<file path="config.mk">
export PLATFORM = sky130hd
export DESIGN_NAME = sgt_core
export DESIGN_NICKNAME = d
export VERILOG_FILES = /design/src/verilog/sgt_pkg.sv /design/src/verilog/sgt_hold.sv /design/src/verilog/sgt_core.sv
export SDC_FILE = /design/constraint.sdc
export NUM_CORES = 1
export LEC_CHECK = 0
export BUFFER_PORTS_ARGS = -buffer_cell sky130_fd_sc_hd__buf_2
export CORE_UTILIZATION = 45
export CTS_CLUSTER_SIZE = 40
export DETAILED_ROUTE_END_ITERATION = 12
export PLACE_DENSITY = 0.7
export SETUP_SLACK_MARGIN = 0.1
export SYNTH_ARGS = -nofsm -noshare
export SYNTH_HDL_FRONTEND = slang
export SYNTH_SLANG_ARGS = --single-unit
</file>
<file path="constraint.sdc">
create_clock -name sys_clk -period 4.6 [get_ports sys_clk]
set_input_delay 0.92 -clock sys_clk [delete_from_list [all_inputs] [get_ports sys_clk]]
set_output_delay 0.92 -clock sys_clk [all_outputs]
set_load 0.005 [all_outputs]
</file>
<file path="src/verilog/sgt_pkg.sv">
// constants and strap encodings for the supply supervisor control logic
// assumes a single 25 MHz reference clock drives all timing
package sgt_pkg;

	// ----------------------------------------------------------------
	// clock and timing figures
	// ----------------------------------------------------------------
	localparam int CLK_PERIOD_NS = 40;
	localparam int PG_HOLD_NS = 6250000;
	localparam int WD_SHORT_NS = 1440000000;
	// default reset timeout, value not fixed by the part family
	localparam int RST_DEFAULT_NS = 200000000;
	// 4.348E6 s per farad is 4348 ns per picofarad
	localparam int CAP_NS_PER_PF = 4348;
	localparam int WD_LONG_MULT = 64;
	localparam logic [5:0] WD_LONG_SHIFT = 6'h06;

	// ----------------------------------------------------------------
	// widths
	// ----------------------------------------------------------------
	localparam int NUM_CH = 8;
	localparam int CNT_W = 32;
	localparam int CAP_W = 16;
	localparam int LEVEL_W = 5;

	// ----------------------------------------------------------------
	// timing-adjust strap decode
	// ----------------------------------------------------------------
	typedef enum logic [1:0] {
		SGT_PIN_GND = 2'b00,
		SGT_PIN_VCC = 2'b01,
		SGT_PIN_CAP = 2'b10
	} sgt_pin_t;

endpackage

</file>
<file path="src/verilog/sgt_hold.sv">
// assert-and-hold timer: active while fault stands, then for limit steps
// assumes fault and step are synchronous to sys_clk
`timescale 1ns/10ps
module sgt_hold (
	input wire logic sys_clk,
	input wire logic rst_n,
	input wire logic fault,
	input wire logic step,
	input wire logic [31:0] limit,
	output logic active
);

	logic [31:0] cnt_r;
	logic [31:0] cnt_nxt;
	logic active_r;
	logic active_nxt;
	wire done = (cnt_r >= limit);

	// a new fault restarts the whole timeout, not just the remainder
	assign cnt_nxt = fault ? 32'h0 : ((step && !done) ? cnt_r + 32'h1 : cnt_r);
	assign active_nxt = fault | !done;
	assign active = active_r;

	always_ff @(posedge sys_clk or negedge rst_n) begin
		if (!rst_n) begin
			cnt_r <= 32'h0;
			active_r <= 1'b1;
		end else begin
			cnt_r <= cnt_nxt;
			active_r <= active_nxt;
		end
	end

endmodule

</file>
<file path="src/verilog/sgt_core.sv">
// supervisor control: power-good gating, reset and watchdog timing
// assumes comparator flags are synchronous; straps and pins are not
`timescale 1ns/10ps

// Function
// - enable high forces all power-good outputs low
// - after enable release, outputs hold their timeout
// - undriven enable input reads as low
// - watchdog pin grounded disables watchdog entirely
// - watchdog pin high selects default timeout
// - watchdog capacitor timeout: 4.348E6 s per farad
// - reset pin high selects default reset timeout
// - reset capacitor timeout: 4.348E6 s per farad
// - level code applies to all eight inputs
// - power-good low while below, 6.25ms release hold
// - reset low on any rail below threshold or manual reset, held after
// - watchdog cleared by reset or kick edge
// - freeze low holds all outputs but level_sel, overrides manual
module sgt_core #(
	parameter int PG_HOLD_CYC = (sgt_pkg::PG_HOLD_NS + sgt_pkg::CLK_PERIOD_NS - 1)
		/ sgt_pkg::CLK_PERIOD_NS,
	parameter int WD_SHORT_CYC = (sgt_pkg::WD_SHORT_NS + sgt_pkg::CLK_PERIOD_NS - 1)
		/ sgt_pkg::CLK_PERIOD_NS,
	parameter int RST_DEFAULT_CYC = (sgt_pkg::RST_DEFAULT_NS + sgt_pkg::CLK_PERIOD_NS - 1)
		/ sgt_pkg::CLK_PERIOD_NS
) (
	input wire logic sys_clk,
	input wire logic rst_n,
	input wire logic [7:0] below_thr,
	input wire logic pg_enable_n,
	input wire logic pg_enable_driven,
	input wire logic manual_reset_n,
	input wire logic watchdog_kick,
	input wire logic freeze_n,
	input wire logic [4:0] level_code,
	input wire logic [1:0] watchdog_period_pin,
	input wire logic [1:0] reset_period_pin,
	input wire logic [15:0] wd_cap_pf,
	input wire logic [15:0] rst_cap_pf,
	output logic [4:0] level_sel,
	output logic [7:0] supply_ok_n_oe,
	output logic reset_oe,
	output logic watchdog_fault_n_oe
);

	// ----------------------------------------------------------------
	// pin synchronisers
	// ----------------------------------------------------------------
	localparam int SYNC_W = 14;
	logic [SYNC_W-1:0] pin_s1_r;
	logic [SYNC_W-1:0] pin_s2_r;
	wire [SYNC_W-1:0] pin_raw = {pg_enable_n, pg_enable_driven, manual_reset_n, watchdog_kick,
		freeze_n, level_code, watchdog_period_pin, reset_period_pin};

	// clearing to 0 reads freeze as held and manual reset as pressed for two
	// edges after release; harmless, since every output still shows reset then
	always_ff @(posedge sys_clk or negedge rst_n) begin
		if (!rst_n) begin
			pin_s1_r <= 14'h0000;
			pin_s2_r <= 14'h0000;
		end else begin
			pin_s1_r <= pin_raw;
			pin_s2_r <= pin_s1_r;
		end
	end

	wire en_n_s = pin_s2_r[13];
	wire en_drv_s = pin_s2_r[12];
	wire mr_n_s = pin_s2_r[11];
	wire kick_s = pin_s2_r[10];
	wire freeze_n_s = pin_s2_r[9];
	wire [4:0] level_s = pin_s2_r[8:4];
	wire [1:0] wd_pin_s = pin_s2_r[3:2];
	wire [1:0] rst_pin_s = pin_s2_r[1:0];

	// ----------------------------------------------------------------
	// capacitor time base: one step per picofarad-equivalent
	// ----------------------------------------------------------------
	// an ns accumulator keeps the fractional cycles, so no drift builds up
	logic [12:0] ns_acc_r;
	logic pf_step_r;
	wire [13:0] ns_sum = {1'b0, ns_acc_r} + 14'(sgt_pkg::CLK_PERIOD_NS);
	wire pf_wrap = (ns_sum >= 14'(sgt_pkg::CAP_NS_PER_PF));
	wire [13:0] ns_nxt = pf_wrap ? ns_sum - 14'(sgt_pkg::CAP_NS_PER_PF) : ns_sum;

	always_ff @(posedge sys_clk or negedge rst_n) begin
		if (!rst_n) begin
			ns_acc_r <= 13'h0000;
			pf_step_r <= 1'b0;
		end else begin
			ns_acc_r <= ns_nxt[12:0];
			pf_step_r <= pf_wrap;
		end
	end

	// ----------------------------------------------------------------
	// power-good channels
	// ----------------------------------------------------------------
	// a floating enable pin is pulled down, so it reads as released
	wire pg_force = en_drv_s & en_n_s;
	wire [7:0] pg_active;
	// pg hold steps every clock; only the capacitor timers use pf steps

	genvar gi;
	generate
		for (gi = 0; gi < sgt_pkg::NUM_CH; gi++) begin : g_pg
			sgt_hold u_hold (
				.sys_clk(sys_clk),
				.rst_n(rst_n),
				.fault(below_thr[gi] | pg_force),
				.step(1'b1),
				.limit(32'(PG_HOLD_CYC)),
				.active(pg_active[gi])
			);
		end
	endgenerate

	// ----------------------------------------------------------------
	// reset timing
	// ----------------------------------------------------------------
	// any code but the capacitor one falls back to the default count
	wire rst_cap_mode = (rst_pin_s == sgt_pkg::SGT_PIN_CAP);
	wire rst_step = rst_cap_mode ? pf_step_r : 1'b1;
	wire [31:0] rst_limit = rst_cap_mode ? {16'h0000, rst_cap_pf} : 32'(RST_DEFAULT_CYC);
	wire rst_fault = (|below_thr) | !mr_n_s;
	wire rst_active;

	sgt_hold u_rst_hold (
		.sys_clk(sys_clk),
		.rst_n(rst_n),
		.fault(rst_fault),
		.step(rst_step),
		.limit(rst_limit),
		.active(rst_active)
	);

	// ----------------------------------------------------------------
	// watchdog
	// ----------------------------------------------------------------
	logic kick_d_r;
	logic wd_armed_r;
	logic wd_armed_nxt;
	logic [31:0] wd_cnt_r;
	logic [31:0] wd_cnt_nxt;
	logic wd_fault_r;
	logic wd_fault_nxt;
	wire kick_edge = kick_s ^ kick_d_r;
	wire wd_off = (wd_pin_s == sgt_pkg::SGT_PIN_GND);
	wire wd_cap_mode = (wd_pin_s == sgt_pkg::SGT_PIN_CAP);
	wire wd_step = wd_cap_mode ? pf_step_r : 1'b1;
	wire [31:0] wd_short = wd_cap_mode ? {16'h0000, wd_cap_pf} : 32'(WD_SHORT_CYC);
	// long period until the first kick after each reset event
	wire [31:0] wd_long = wd_short << sgt_pkg::WD_LONG_SHIFT;
	wire [31:0] wd_limit = wd_armed_r ? wd_short : wd_long;
	wire wd_clear = rst_active | kick_edge | wd_off;
	wire wd_done = (wd_cnt_r >= wd_limit);

	assign wd_armed_nxt = rst_active ? 1'b0 : (wd_armed_r | kick_edge);
	assign wd_cnt_nxt = wd_clear ? 32'h0 : ((wd_step && !wd_done) ? wd_cnt_r + 32'h1 : wd_cnt_r);
	assign wd_fault_nxt = !wd_clear & wd_done;

	always_ff @(posedge sys_clk or negedge rst_n) begin
		if (!rst_n) begin
			kick_d_r <= 1'b0;
			wd_armed_r <= 1'b0;
		end else begin
			kick_d_r <= kick_s;
			wd_armed_r <= wd_armed_nxt;
		end
	end

	always_ff @(posedge sys_clk or negedge rst_n) begin
		if (!rst_n) begin
			wd_cnt_r <= 32'h0;
			wd_fault_r <= 1'b0;
		end else begin
			wd_cnt_r <= wd_cnt_nxt;
			wd_fault_r <= wd_fault_nxt;
		end
	end

	// ----------------------------------------------------------------
	// output stage
	// ----------------------------------------------------------------
	// freeze holds pin states only; timers keep running underneath
	logic [7:0] pg_oe_r;
	logic rst_oe_r;
	logic wd_oe_r;
	logic [4:0] level_r;
	wire [7:0] pg_oe_nxt = freeze_n_s ? pg_active : pg_oe_r;
	wire rst_oe_nxt = freeze_n_s ? rst_active : rst_oe_r;
	wire wd_oe_nxt = freeze_n_s ? wd_fault_r : wd_oe_r;

	always_ff @(posedge sys_clk or negedge rst_n) begin
		if (!rst_n) begin
			pg_oe_r <= 8'hFF;
			rst_oe_r <= 1'b1;
			wd_oe_r <= 1'b0;
		end else begin
			pg_oe_r <= pg_oe_nxt;
			rst_oe_r <= rst_oe_nxt;
			wd_oe_r <= wd_oe_nxt;
		end
	end

	// level code is a static strap, so freeze does not hold it
	always_ff @(posedge sys_clk or negedge rst_n) begin
		if (!rst_n) begin
			level_r <= 5'h00;
		end else begin
			level_r <= level_s;
		end
	end

	assign level_sel = level_r;
	assign supply_ok_n_oe = pg_oe_r;
	assign reset_oe = rst_oe_r;
	assign watchdog_fault_n_oe = wd_oe_r;

endmodule

</file>
==> impl_metrics.sql <==
INSERT INTO impl_metrics (metric_group, metric, value, unit) VALUES
('sta', 'grt_setup_unrepaired', 'false', ''),
('logic_synthesis', 'ys_ff_latch', '387', ''),
('power_and_ir_drop', 'power.leakage', '9.21', 'nW'),
('drt', 'vias_per_cell', '5.40', ''),
('layout', 'nNetsFinal', '1961', ''),
('drt', 'postRouteWirelength', '36000', 'um'),
('sta', 'max_slew_margin', '0.258', ''),
('clock_tree', 'clock_insertion_delay_worst_skew', '580', 'ps'),
('logic_synthesis', 'synth.yosys.warnings', '0', ''),
('clock_tree', 'htree_num_levels', '2', ''),
('layout', 'antenna-diode-count', '0', ''),
('die', 'initial_utilization', '0.458', ''),
('clock_tree', 'cts_sink_count', '387', ''),
('logic_synthesis', 'average_cell_area_after_synthesis', '10.2', 'um2'),
('drt', 'drcViolationCount', '0', ''),
('sta', 'final_hold_viol_count', '0', ''),
('global_routing', 'grt.total_usage', '0.179', ''),
('drt', 'routed_wire_length_per_instance', '15.0', 'um'),
('sta', 'post-route-worst-setup-slack', '670', 'ps'),
('global_routing', 'grt_start_max_net_pins', '121', ''),
('worst_hold_path', 'min_delay_path_depth', '0', ''),
('drt', 'initialDrtViolationCount', '772', ''),
('clock_tree', 'cts_inserted_buffers', '43', ''),
('logic_synthesis', 'post_synth_main_area_contributors', 'dfrtp_1, and2_1, nor2_1', ''),
('logic_synthesis', 'predominant_post_synthesis_flop_cell', 'dfrtp_1', ''),
('die', 'num_io_pins', '71', ''),
('logic_synthesis', 'synth_cells', '1781', ''),
('clock_tree', 'count_of_buffers_added_by_post_cts_timing_repair_for_setup', '0', ''),
('global_routing', 'first_global_vias', '12700', ''),
('layout', 'layout.filler_cells', '3549', ''),
('clock_tree', 'clk_pin_slew', '60', 'ps'),
('placed_design', 'dp_slack', '753', 'ps'),
('status', 'outcome', 'finished, final reports clean', ''),
('global_routing', 'globalRoute.totalOverflow', '0', ''),
('power_and_ir_drop', 'ir_worst_vdd', '0.000262', 'V'),
('die', 'chipHeight', '203', 'um'),
('layout', 'layout.area.seq', '9710', 'um2'),
('sta', 'max_slew.worst_pin.slew', '1110', 'ps'),
('clock_tree', 'count_of_instances_resized_after_the_clock_tree_is_built', '0', ''),
('sta', 'achievable-frequency', '254', 'MHz'),
('critical_path', 'critPathKind', 'reg -> reg', ''),
('sta', 'setup-violations-final', '0', ''),
('critical_path', 'worstPathArrival', '4410', 'ps'),
('die', 'die-area', '41300', 'um2'),
('critical_path', 'maximum_net_fanout_on_the_critical_path', '20', ''),
('layout', 'layout-area-overhead-vs-synth', '12.9', '%'),
('critical_path', 'worstSetupStartpointType', 'flip-flop', ''),
('critical_path', 'reg2reg_depth', '12', ''),
('run', 'max-cap-violations', '0', ''),
('logic_synthesis', 'cell_area_synth', '18200', 'um2'),
('logic_synthesis', 'netlist.area_leader.share', '0.507', ''),
('die', 'die_w', '203', 'um'),
('clock_tree', 'tritoncts', 'built', ''),
('sta', 'tns', '0', 'ps'),
('layout', 'multi_input_comb_area', '8100', 'um2'),
('drt', 'dr_total_vias', '13000', ''),
('worst_hold_path', 'hold_class', 'reg -> reg', ''),
('clock_tree', 'ctsLongestPathBuffers', '3', ''),
('clock_tree', 'clockRootBuffer', 'clkbuf_16', ''),
('placed_design', 'finalWeightedCongestion', '0.862', ''),
('layout', 'drive_above_1_share', '0.108', ''),
('logic_synthesis', 'synth_cell_type_count', '64', ''),
('layout', 'postLayoutCoreUtil', '0.517', ''),
('placed_design', 'placed_area', '19100', 'um2'),
('critical_path', 'crit_path_end_kind', 'flip-flop', ''),
('layout', 'commonest_cells_after_routing_fill_and_taps_aside', 'dfrtp_1, nor2_1, and2_1', ''),
('global_routing', 'grt_first_pass_wirelength', '61900', 'um'),
('sta', 'period_needed', '3930', 'ps'),
('sta', 'maxSlewViolCount', '0', ''),
('drt', 'detailedRoute.firstPassIterationCount', '5', ''),
('global_routing', 'antenna_found_initial', '1', '');
==> worst paths after layout <==
| kind | startpoint | to | slack (ps) |
|---|---|---|---|
| max reg2reg | pin_s2_r[0] | u_rst_hold.cnt_r[18] | 670 |
| max in group asynchronous | rst_n | supply_ok_n_oe[4] | 3140 |
| min reg2reg | pin_s1_r[5] | pin_s2_r[5] | 340 |
| min in group asynchronous | rst_n | wd_cnt_r[24] | 440 |
| min | pin_s1_r[5] | pin_s2_r[5] | 340 |
| max | pin_s2_r[0] | u_rst_hold.cnt_r[18] | 670 |
==> per-layer routing <==
metal  up-vias  GRT usage  wire, um
met5         -          0        17
met4         2     0.0604       829
met3        60     0.0262      1420
met2       225      0.283     16400
met1      6325      0.253     17300
li1       6353          -         -
==> worst max-delay path, stage by stage (launching register included) <==
cell,delay [ps]
dfrtp_1,370
nor2b_1,690
nand2_1,150
ha_1,330
a21o_1,160
a21o_1,170
a211oi_1,300
o311ai_1,180
a211o_1,280
buf_4,200
or3_1,510
or3_1,350
a21oi_1,150
==> flip-flops by register name (all words and copies together) (netlist names) <==
name                 flops
supply_ok_n_oe           8
pin_s2_r                14
wd_fault_r               1
kick_d_r                 1
u_rst_hold.active        1
reset_oe                 1
pf_step_r                1
pin_s1_r                14
watchdog_fault_n_oe      1
u_rst_hold.cnt_r        32
wd_cnt_r                32
wd_armed_r               1
g_pg.u_hold.active       8
level_sel                5
g_pg.u_hold.cnt_r      256
ns_acc_r                11
==> report_power, final <==
group	total [mW]	internal (mW)	switching (mW)
logic	0.235	0.0650	0.170
registers	3.46	3.43	0.0251
clock network	3.52	2.08	1.44
total	7.21	5.58	1.63
==> cells by family after synthesis <==
group,after synthesis,share of synthesized area
compound gates,232,0.0831
xor+xnor,147,0.0706
fa+ha+maj,64,0.0439
buf+inv,110,0.0232
flops,387,0.533
mux,24,0.0143
simple gates,817,0.232
==> cells in the mapped netlist (2+ instances only) <==
library cell and count:
nand4_1 58, nor4_1 41, a211o_1 2, or4_1 17, o21ai_0 57, a31oi_1 8
and2_1 132, mux2i_1 7, nand2_1 114, or3b_2 3, nand2b_1 18, o31ai_1 6
nor2_1 214, or3_1 40, buf_2 7, nor3b_1 3, o21a_1 7, nand3_1 80
dfstp_2 18, xor2_1 84, inv_1 42, o211ai_1 14, and4_1 13, dfrtp_1 369
nor3_1 32, a211oi_1 17, nor2b_1 6, o21ai_1 3, a21oi_1 74, clkbuf_1 49
a41oi_1 3, o311a_1 8, ha_1 64, o2111a_1 2, a21o_1 10, a2111oi_0 5
and3_1 38, nand4b_1 3, mux2_2 17, xnor2_1 63, buf_1 10
==> metrics by stage <==
stage,cells,hold slack [ps]
floorplan,1781,331
global placement,2321,332
detailed placement,2321,336
CTS,2401,345
global route,2401,345
finish,2401,345
==> layout make-up <==
type	count	share of cell area
Timing Repair Buffer	82	0.0231
Multi-Input combinational cell	1284	0.394
Inverter	43	0.00784
Clock inverter	23	0.0136
Clock buffer	57	0.0582
Sequential cell	387	0.472
Tap cell	525	0.0319
Note: power is estimated with default switching activity, not from simulation.
